### config.mk
export PLATFORM = sky130hd
export DESIGN_NAME = paof_port_override
export DESIGN_NICKNAME = d
export VERILOG_FILES = /design/src/core/paof_pkg.sv /design/src/core/paof_port_override.sv
export SDC_FILE = /design/constraint.sdc
export NUM_CORES = 1
export LEC_CHECK = 0
export BUFFER_PORTS_ARGS = -buffer_cell sky130_fd_sc_hd__buf_4
export CAP_MARGIN = 20
export CORE_ASPECT_RATIO = 0.75
export CORE_MARGIN = 2
export CORE_UTILIZATION = 53
export CTS_CLUSTER_DIAMETER = 80
export DETAILED_ROUTE_END_ITERATION = 12
export GPL_TIMING_DRIVEN = 0
export PLACE_DENSITY_LB_ADDON = 0.25
export SLEW_MARGIN = 25
export SYNTH_ARGS = -nofsm -noshare
export SYNTH_HDL_FRONTEND = slang
export SYNTH_SLANG_ARGS = --single-unit
### constraint.sdc
create_clock -name clk -period 2.1 [get_ports clk]
set_clock_uncertainty 0.2 [all_clocks]
set_input_delay 0.105 -clock clk [delete_from_list [all_inputs] [get_ports clk]]
set_output_delay 0.105 -clock clk [all_outputs]
set_load 0.02 [all_outputs]
### src/core/paof_pkg.sv
// Purpose: Shared constants for the port alternate-function override block
// Assumes: 32-bit APB, one register per aligned word, byte address = index * 4
// Notes:   Indices are kept as printed; byte addresses are derived from them

// ==========================================================================
// Package
package paof_pkg;

    // Register indices
    localparam logic [7:0] PAOF_IDX_B_DIR = 8'h04;
    localparam logic [7:0] PAOF_IDX_B_LATCH = 8'h05;
    localparam logic [7:0] PAOF_IDX_D_DIR = 8'h0A;
    localparam logic [7:0] PAOF_IDX_D_LATCH = 8'h0B;
    localparam logic [7:0] PAOF_IDX_E_DIR = 8'h0D;
    localparam logic [7:0] PAOF_IDX_E_LATCH = 8'h0E;
    localparam logic [7:0] PAOF_IDX_SYS_CTL = 8'h35;
    localparam logic [7:0] PAOF_IDX_IRQ_STAT = 8'h40;
    localparam logic [7:0] PAOF_IDX_IRQ_MASK = 8'h41;
    localparam logic [7:0] PAOF_IDX_DIN_DIS = 8'h42;
    localparam logic [7:0] PAOF_IDX_PIN_STATE = 8'h43;

    // Byte addresses on the bus
    localparam logic [9:0] PAOF_ADDR_B_DIR = {PAOF_IDX_B_DIR, 2'b00};
    localparam logic [9:0] PAOF_ADDR_B_LATCH = {PAOF_IDX_B_LATCH, 2'b00};
    localparam logic [9:0] PAOF_ADDR_D_DIR = {PAOF_IDX_D_DIR, 2'b00};
    localparam logic [9:0] PAOF_ADDR_D_LATCH = {PAOF_IDX_D_LATCH, 2'b00};
    localparam logic [9:0] PAOF_ADDR_E_DIR = {PAOF_IDX_E_DIR, 2'b00};
    localparam logic [9:0] PAOF_ADDR_E_LATCH = {PAOF_IDX_E_LATCH, 2'b00};
    localparam logic [9:0] PAOF_ADDR_SYS_CTL = {PAOF_IDX_SYS_CTL, 2'b00};
    localparam logic [9:0] PAOF_ADDR_IRQ_STAT = {PAOF_IDX_IRQ_STAT, 2'b00};
    localparam logic [9:0] PAOF_ADDR_IRQ_MASK = {PAOF_IDX_IRQ_MASK, 2'b00};
    localparam logic [9:0] PAOF_ADDR_DIN_DIS = {PAOF_IDX_DIN_DIS, 2'b00};
    localparam logic [9:0] PAOF_ADDR_PIN_STATE = {PAOF_IDX_PIN_STATE, 2'b00};

    // Field positions and masks
    localparam int PAOF_SYS_PULLUP_DIS_BIT = 4;
    localparam logic [7:0] PAOF_SYS_CTL_RW_MASK = 8'h73;
    localparam int PAOF_DIN_DIS_CHAN6_BIT = 0;
    localparam int PAOF_DIN_DIS_CHAN7_BIT = 1;
    localparam int PAOF_IRQ_W = 5;

    // Reset values
    localparam logic [7:0] PAOF_RST_BYTE = 8'h00;
    localparam logic [31:0] PAOF_RST_WORD = 32'h0000_0000;

endpackage : paof_pkg

### src/core/paof_port_override.sv
// Purpose: Alternate-function override of port D and E pins, with APB registers for ports B, D and E
// Assumes: Single 100 MHz clock; peripherals are outside and talk over plain ports
// Notes:   Pin inputs pass a three-stage filter before any peripheral sees them
//
// Added by the designer: the APB slave port.

`timescale 1ns/1ns

// How it works
// - Transmitter enable forces pin D1 out, serial data
// - Receiver enable forces pin D0 to input
// - Receive pin pull-up follows latch, gated by disable
// - Compare B drives D3 only when direction out
// - Pin D3 also carries the PWM waveform
// - D3 feeds irq one, input kept enabled
// - D2 feeds irq zero, input kept enabled
// - D4..D0 are pin-change sources 20..16
// - D4 supplies timer zero count input
// - D4 carries serial clock in synchronous mode, driven only when direction out
// - E0 outputs comparator result, overriding pull-up, direction
// - E3, E2 analog channels, input disable bits
// - E1 is a plain general-purpose pin
// - Global pull-up disable turns off every pull-up
// - Port B latch and direction, eight bits, zero
module paof_port_override
    import paof_pkg::*;
#(
    parameter int ADDR_W = 12
)(
    input wire logic clk,
    input wire logic arst_n,
    // APB slave
    input wire logic psel,
    input wire logic penable,
    input wire logic pwrite,
    input wire logic [ADDR_W-1:0] paddr,
    input wire logic [31:0] pwdata,
    output logic [31:0] prdata,
    output logic pready,
    output logic pslverr,
    output logic irq,
    // Pins
    input wire logic [7:0] pbIn,
    output logic [7:0] pbOut,
    output logic [7:0] pbOe,
    output logic [7:0] pbPullup,
    input wire logic [7:0] pdIn,
    output logic [7:0] pdOut,
    output logic [7:0] pdOe,
    output logic [7:0] pdPullup,
    input wire logic [3:0] peIn,
    output logic [3:0] peOut,
    output logic [3:0] peOe,
    output logic [3:0] pePullup,
    // Peripheral side
    input wire logic sleepInputGate,
    input wire logic transmitterEnable,
    input wire logic txSerialOut,
    input wire logic receiverEnable,
    input wire logic serialModeSelect,
    input wire logic serialClockOut,
    input wire logic compareBEnable,
    input wire logic compareBWaveOut,
    input wire logic extIrqZeroEnable,
    input wire logic extIrqOneEnable,
    input wire logic pinChangeGroup2Enable,
    input wire logic [4:0] pinChangeMask,
    input wire logic compOutEnable,
    input wire logic compResult,
    output logic rxData,
    output logic serialClockIn,
    output logic timerZeroCountIn,
    output logic extIrqZeroIn,
    output logic extIrqOneIn,
    output logic [4:0] pinChangeSrc,
    output logic [7:0] pdDigIn,
    output logic [3:0] peDigIn
);

    // ======================================================================
    // Elaboration check
    if (ADDR_W < 11)
    begin : g_addr_chk
        $error("ADDR_W must cover the register map");
    end

    localparam int NPIN = 20;

    // ======================================================================
    // Registers
    logic [7:0] bDir_q, bLatch_q, dDir_q, dLatch_q, eDir_q, eLatch_q;
    logic [7:0] sysCtl_q;
    logic [1:0] dinDis_q;
    logic [PAOF_IRQ_W-1:0] irqMask_q, irqStat_q, irqStat_d;
    logic [31:0] prdata_q;
    logic [NPIN-1:0] sync1_q, sync2_q, sync3_q, filt_q;
    logic [4:0] chgPrev_q;

    // Bus decode
    wire [9:0] offs = paddr[9:0];
    wire highZero = (paddr[ADDR_W-1:10] == '0);
    wire selBDir = highZero && (offs == PAOF_ADDR_B_DIR);
    wire selBLatch = highZero && (offs == PAOF_ADDR_B_LATCH);
    wire selDDir = highZero && (offs == PAOF_ADDR_D_DIR);
    wire selDLatch = highZero && (offs == PAOF_ADDR_D_LATCH);
    wire selEDir = highZero && (offs == PAOF_ADDR_E_DIR);
    wire selELatch = highZero && (offs == PAOF_ADDR_E_LATCH);
    wire selSys = highZero && (offs == PAOF_ADDR_SYS_CTL);
    wire selStat = highZero && (offs == PAOF_ADDR_IRQ_STAT);
    wire selMask = highZero && (offs == PAOF_ADDR_IRQ_MASK);
    wire selDis = highZero && (offs == PAOF_ADDR_DIN_DIS);
    wire selPins = highZero && (offs == PAOF_ADDR_PIN_STATE);
    wire hit = selBDir | selBLatch | selDDir | selDLatch | selEDir | selELatch
        | selSys | selStat | selMask | selDis | selPins;
    wire setup = psel && !penable;
    wire access = psel && penable;
    wire wrEn = access && pwrite && hit;
    wire [7:0] wb = pwdata[7:0];

    // Zero-wait slave; unmapped offsets answer with an error
    assign pready = 1'b1;
    assign pslverr = access && !hit;
    assign prdata = prdata_q;

    // Control fields
    wire pullDis = sysCtl_q[PAOF_SYS_PULLUP_DIS_BIT];
    wire chan6Dis = dinDis_q[PAOF_DIN_DIS_CHAN6_BIT];
    wire chan7Dis = dinDis_q[PAOF_DIN_DIS_CHAN7_BIT];

    // ======================================================================
    // Override signals per port (enable, value)
    // transmit pin forced out, carries serial data
    wire [7:0] ddoeD = {6'b00_0000, transmitterEnable, receiverEnable};
    wire [7:0] ddovD = {6'b00_0000, 1'b1, 1'b0};
    // receive pull-up still latch-driven unless globally disabled
    wire [7:0] puoeD = {6'b00_0000, transmitterEnable, receiverEnable};
    wire [7:0] puovD = {6'b00_0000, 1'b0, dLatch_q[0] & ~pullDis};
    // compare B value only, direction stays with software
    // PWM waveform shares the compare B path
    // synchronous mode supplies the serial clock value, direction stays with software
    wire [7:0] pvoeD = {3'b000, serialModeSelect, compareBEnable, 1'b0,
        transmitterEnable, 1'b0};
    wire [7:0] pvovD = {3'b000, serialClockOut, compareBWaveOut, 1'b0,
        txSerialOut, 1'b0};
    wire [4:0] pcHold = pinChangeMask & {5{pinChangeGroup2Enable}};
    wire [7:0] dieoeD = {3'b000, pcHold[4], pcHold[3] | extIrqOneEnable,
        pcHold[2] | extIrqZeroEnable, pcHold[1:0]};
    wire [7:0] dieovD = 8'hFF;

    // comparator output owns pull-up, direction and value of E0
    // E1 has no override at all
    wire [3:0] puoeE = {3'b000, compOutEnable};
    wire [3:0] ddoeE = {3'b000, compOutEnable};
    wire [3:0] ddovE = 4'b0001;
    wire [3:0] pvovE = {3'b000, compResult};
    // analog channels switch off their digital input
    wire [3:0] dieoeE = {chan7Dis, chan6Dis, 2'b00};

    // Gathered as one vector: B in 7:0, D in 15:8, E in 19:16
    wire [NPIN-1:0] puoe = {puoeE, puoeD, 8'h00};
    wire [NPIN-1:0] puov = {4'b0000, puovD, 8'h00};
    wire [NPIN-1:0] ddoe = {ddoeE, ddoeD, 8'h00};
    wire [NPIN-1:0] ddov = {ddovE, ddovD, 8'h00};
    wire [NPIN-1:0] pvoe = {puoeE, pvoeD, 8'h00};
    wire [NPIN-1:0] pvov = {pvovE, pvovD, 8'h00};
    wire [NPIN-1:0] dieoe = {dieoeE, dieoeD, 8'h00};
    wire [NPIN-1:0] dieov = {4'b0000, dieovD, 8'h00};
    wire [NPIN-1:0] ddrAll = {eDir_q[3:0], dDir_q, bDir_q};
    wire [NPIN-1:0] latAll = {eLatch_q[3:0], dLatch_q, bLatch_q};
    wire [NPIN-1:0] pinAll = {peIn, pdIn, pbIn};

    logic [NPIN-1:0] dirEff, outEff, upEff, dieEff;

    // ======================================================================
    // Per-pin resolution
    // any asserted override beats the register setting
    // pull-up disable kills the register-driven pull-ups
    for (genvar g = 0; g < NPIN; g++)
    begin : g_pin
        assign dirEff[g] = ddoe[g] ? ddov[g] : ddrAll[g];
        assign outEff[g] = pvoe[g] ? pvov[g] : latAll[g];
        assign upEff[g] = puoe[g] ? puov[g] : (~ddrAll[g] & latAll[g] & ~pullDis);
        assign dieEff[g] = dieoe[g] ? dieov[g] : ~sleepInputGate;
    end

    assign pbOe = dirEff[7:0];
    assign pdOe = dirEff[15:8];
    assign peOe = dirEff[19:16];
    assign pbOut = outEff[7:0];
    assign pdOut = outEff[15:8];
    assign peOut = outEff[19:16];
    assign pbPullup = upEff[7:0];
    assign pdPullup = upEff[15:8];
    assign pePullup = upEff[19:16];

    // ======================================================================
    // Input filter: a level counts once stages two and three agree
    always_ff @(posedge clk or negedge arst_n)
    begin
        if (!arst_n)
        begin
            sync1_q <= '0;
            sync2_q <= '0;
            sync3_q <= '0;
            filt_q <= '0;
        end
        else
        begin
            sync1_q <= pinAll;
            sync2_q <= sync1_q;
            sync3_q <= sync2_q;
            filt_q <= (sync2_q & sync3_q) | (filt_q & (sync2_q ^ sync3_q));
        end
    end

    // Disabled inputs read low so a floating analog pin draws no current
    wire [NPIN-1:0] digAll = filt_q & dieEff;
    assign pdDigIn = digAll[15:8];
    assign peDigIn = digAll[19:16];
    assign pinChangeSrc = digAll[12:8];
    assign rxData = digAll[8];
    assign extIrqZeroIn = digAll[10];
    assign extIrqOneIn = digAll[11];
    // timer zero count taken from D4
    assign timerZeroCountIn = digAll[12];
    // serial clock sampled from the pin
    assign serialClockIn = digAll[12];

    // ======================================================================
    // Interrupt status: a change on D4..D0 sets a sticky bit; set beats clear
    wire [4:0] chgEvt = digAll[12:8] ^ chgPrev_q;
    wire [4:0] statClr = (wrEn && selStat) ? wb[4:0] : 5'b0_0000;
    assign irqStat_d = (irqStat_q & ~statClr) | chgEvt;
    assign irq = |(irqStat_q & irqMask_q);

    always_ff @(posedge clk or negedge arst_n)
    begin
        if (!arst_n)
        begin
            irqStat_q <= '0;
            chgPrev_q <= '0;
        end
        else
        begin
            irqStat_q <= irqStat_d;
            chgPrev_q <= digAll[12:8];
        end
    end

    // ======================================================================
    // Register writes at the access edge
    // port B bytes, cleared at reset
    always_ff @(posedge clk or negedge arst_n)
    begin
        if (!arst_n)
        begin
            bDir_q <= PAOF_RST_BYTE;
            bLatch_q <= PAOF_RST_BYTE;
        end
        else
        begin
            if (wrEn && selBDir)
                bDir_q <= wb;
            if (wrEn && selBLatch)
                bLatch_q <= wb;
        end
    end

    // Port D and E control
    always_ff @(posedge clk or negedge arst_n)
    begin
        if (!arst_n)
        begin
            dDir_q <= PAOF_RST_BYTE;
            dLatch_q <= PAOF_RST_BYTE;
            eDir_q <= PAOF_RST_BYTE;
            eLatch_q <= PAOF_RST_BYTE;
        end
        else
        begin
            if (wrEn && selDDir)
                dDir_q <= wb;
            if (wrEn && selDLatch)
                dLatch_q <= wb;
            if (wrEn && selEDir)
                eDir_q <= wb;
            if (wrEn && selELatch)
                eLatch_q <= wb;
        end
    end

    // System control, masks, input disables; read-only bits stay zero
    always_ff @(posedge clk or negedge arst_n)
    begin
        if (!arst_n)
        begin
            sysCtl_q <= PAOF_RST_BYTE;
            irqMask_q <= '0;
            dinDis_q <= '0;
        end
        else
        begin
            if (wrEn && selSys)
                sysCtl_q <= wb & PAOF_SYS_CTL_RW_MASK;
            if (wrEn && selMask)
                irqMask_q <= wb[4:0];
            if (wrEn && selDis)
                dinDis_q <= wb[1:0];
        end
    end

    // ======================================================================
    // Read data, captured in the setup cycle so it is a flop in the access cycle
    wire [31:0] rdMux =
        selBDir ? {24'h00_0000, bDir_q} :
        selBLatch ? {24'h00_0000, bLatch_q} :
        selDDir ? {24'h00_0000, dDir_q} :
        selDLatch ? {24'h00_0000, dLatch_q} :
        selEDir ? {24'h00_0000, eDir_q} :
        selELatch ? {24'h00_0000, eLatch_q} :
        selSys ? {24'h00_0000, sysCtl_q} :
        selStat ? {27'h000_0000, irqStat_q} :
        selMask ? {27'h000_0000, irqMask_q} :
        selDis ? {30'h0000_0000, dinDis_q} :
        selPins ? {12'h000, digAll} : PAOF_RST_WORD;

    always_ff @(posedge clk or negedge arst_n)
    begin
        if (!arst_n)
            prdata_q <= PAOF_RST_WORD;
        else if (setup && !pwrite)
            prdata_q <= rdMux;
    end
endmodule : paof_port_override

==> metrics.txt <==
status completed; HP Class in2reg; f_max 0.488 GHz; Post-Route WL 22900 um; capturing point of the worst reg2reg path prdata[3]; post-synthesis async set-or-reset flop share 1.00; Worst Hold End prdata[5]; clock power share 0.416; Synth Area per Inst 12.2 um^2; area occupied by multi-input gates 3070 um^2; Non-Filler Instances 1059; Slew HR 0.326; Reg clk slew, reported paths 0.07 ns; vias in the first global route approximately 6300; Tightest Pin Transition about 1 ns; yosys warns 0; Worst R2R Start irqMask_q[3]; via count 6102; final hold vios 0; maximum vdd drop 0.665 mV; met2 wire length 10800 um; Design Power 7.41 mW; Die X 142 um; Pleak 5.18 nW; Vias/cell 5.76; main flop type after synthesis dfrtp_1; clock sinks 170; CTS tree built; Synth top area share 0.561; CP Launch Type input pin; first-pass GRT wire length 35500 um; Synth Register Bits 170; sequential area share after synthesis 0.561; Worst Min Path Start paddr[4]; Cell Pwr Density 706 nW/um^2; Post-synth EDFFs 0; Synth area leader dfrtp_1; CP Capture Type primary output; Die H 108 um; share of cells above drive strength 1 0.397; Overflow after GRT 0; dpl cells 973; DRC errors left 0; Finished Core Util 0.758; total CTS buffers 17; reg2reg path depth 5; first-pass detailed-route iteration total 5; combinational power share 0.116; ranking of synthesized cells by area dfrtp_1 56%, mux2_2 9.4%, buf_4 4.0%; Top Layer Used met4; reg-to-reg slack, setup 0.38 ns; initial antenna violation count 0; worst hold path depth 5; largest net degree at the start of global routing 68; P_int roughly 5.4 mW; Final period util 0.976; Core Rows 37; crit path DAT 1.75 ns; CTS H-tree lvls 4; fill count 913; # diodes 0; Netlist Area Pre-Place ~7600 um^2; CTS root buf clkbuf_16; die area 15300 um^2; Worst Path Required around 1.8 ns; RD Place Congestion 0.964; Core Region around 14000 um^2; Max Cap Viol 0; met3 WL 1870 um; antenna-violating nets left 0; wire length on met1 a little under 10000 um; CTS max path bufs 2; min Tclk post-route ~2.1 ns; I/O Buffers ~160; Hold WS 0.0224 ns; sequential power share 0.468; final max-slew violation count 0; Setup CP Type in2out; IO Pins approximately 200; dpl hpwl around 16000 um; critical path fanouts, max 10; most common cell in the netlist dfrtp_1; final setup fails 0; crit path from paddr[11]; sw frac 0.270; synth cell count leaders 170 x dfrtp_1, 63 x mux2_2, 54 x nand2_1; post-synthesis instance total a little over 600; routed length per instance 21.6 um; synth unique cells 58; Starting Density 0.548; DRT iter0 DRCs 437; Clock Latency Late Sink 0.43 ns; Sequential Area 4250 um^2; P&R area growth vs syn 38.4%; Total Routing Usage GR 0.314; NetSw 2.00 mW; nets roughly 980
## area by class of cell
type / count / share of cell area
buffer: 63 / 0.0409
clock buffer: 18 / 0.0419
clock inverter: 14 / 0.0147
inverter: 10 / 0.00358
multi-input combinational: 386 / 0.292
sequential: 170 / 0.405
tap: 175 / 0.0209
timing repair buffer: 223 / 0.180
## worst max-delay path, cell delays in order
cell and delay [ns]:
buf_4 0.13, or4_4 0.53, buf_6 0.17, buf_2 0.21
nor2_2 0.26, a31oi_1 0.16, buf_4 0.18
## routing by layer
metal  global-route usage  vias up
met3               0.0836       38
met1                0.427     3071
met2                0.491      290
li1                     -     2703
met4                0.109        0
met5                    0        -
## cells in the final DEF (no fill, tap or decap), types with 3 or more instances in the layout
master and instances:
a22o_1 8, buf_12 4, buf_4 206, nor2_2 4
mux2_2 54, nand2b_1 3, conb_1 13, nand3b_1 7
dlygate4sd3_1 49, buf_6 3, xor2_1 5, ha_1 20
o21ai_0 18, or2_2 5, a22oi_1 6, inv_6 4
nor4b_2 3, clkinvlp_4 3, nor2b_1 11, a31oi_1 3
o2bb2ai_1 3, a21oi_1 19, clkinv_8 4, mux2_4 9
nor4_4 4, nor3_1 15, nand3_1 4, clkbuf_1 13
dfrtp_1 170, nor3b_1 24, inv_1 10, mux2i_1 5
a211oi_1 9, nor4_1 6, a221oi_1 3, or3_1 4
nand2_1 53, clkbuf_16 17, a21o_1 20, nor2_1 5
## cells by family (layout without fill, tap and decap cells)
| kind of cell | Yosys count | count (layout) | share of synthesized area |
|---|---|---|---|
| xor+xnor | 5 | 5 | 0.00578 |
| fa+ha+maj | 20 | 20 | 0.0330 |
| flops | 170 | 170 | 0.561 |
| other cells | 2 | 13 | 0.000991 |
| buf+inv | 74 | 328 | 0.0573 |
| mux | 69 | 69 | 0.103 |
| simple gates | 172 | 172 | 0.141 |
| compound gates | 107 | 107 | 0.0979 |
## state kept, by name, summed over array words and instances, names as in the netlist
name,flops
prdata,20
sysCtl_q,5
eLatch_q,8
pbOe,8
chgPrev_q,5
dinDis_q,2
sync1_q,20
dLatch_q,8
filt_q,20
pbOut,8
dDir_q,8
irqMask_q,5
eDir_q,8
sync3_q,20
sync2_q,20
irqStat_q,5
## through the flow
stage | instance area (um^2) | setup slack (ns) | TNS, ns
final | 10500 | 0.0496 | 0
after global routing | 10500 | -0.0325 | -0.0325
after CTS | 10500 | -0.0465 | -0.0465
after detailed placement | 9230 | -0.737 | -44.84
after global placement | 9140 | -1.59 | -85.37
after floorplan | 7690 | -0.141 | -1.86
## worst max path at each step
stage,slack [ns],end
after floorplan,-0.14,pbOut[2]
after global placement,-1.59,eDir_q[6]
after detailed placement,-0.74,dDir_q[4]
after CTS,-0.05,pslverr
final,0.05,pslverr
after global routing,-0.03,prdata[6]
## power by group through the flow
stage          clock (mW)  combinational [mW]  sequential [mW]
2_1_floorplan           0               0.356             3.51
3_3_place_gp            0               0.694             3.52
3_5_place_dp            0               0.736             3.53
4_1_cts              3.11               0.841             3.47
5_1_grt              3.27               0.927             3.48
6_report             3.08               0.856             3.47
## repair_timing
item,in CTS,in global routing
buffers inserted,5,0
cloned,0,0
gates resized for setup,11,11
hold buffers,49,1
endpoints found under the hold margin,186,1
setup endpoints to repair,68,49
pin swaps,1,0
Power figures use the tool's default switching activity.
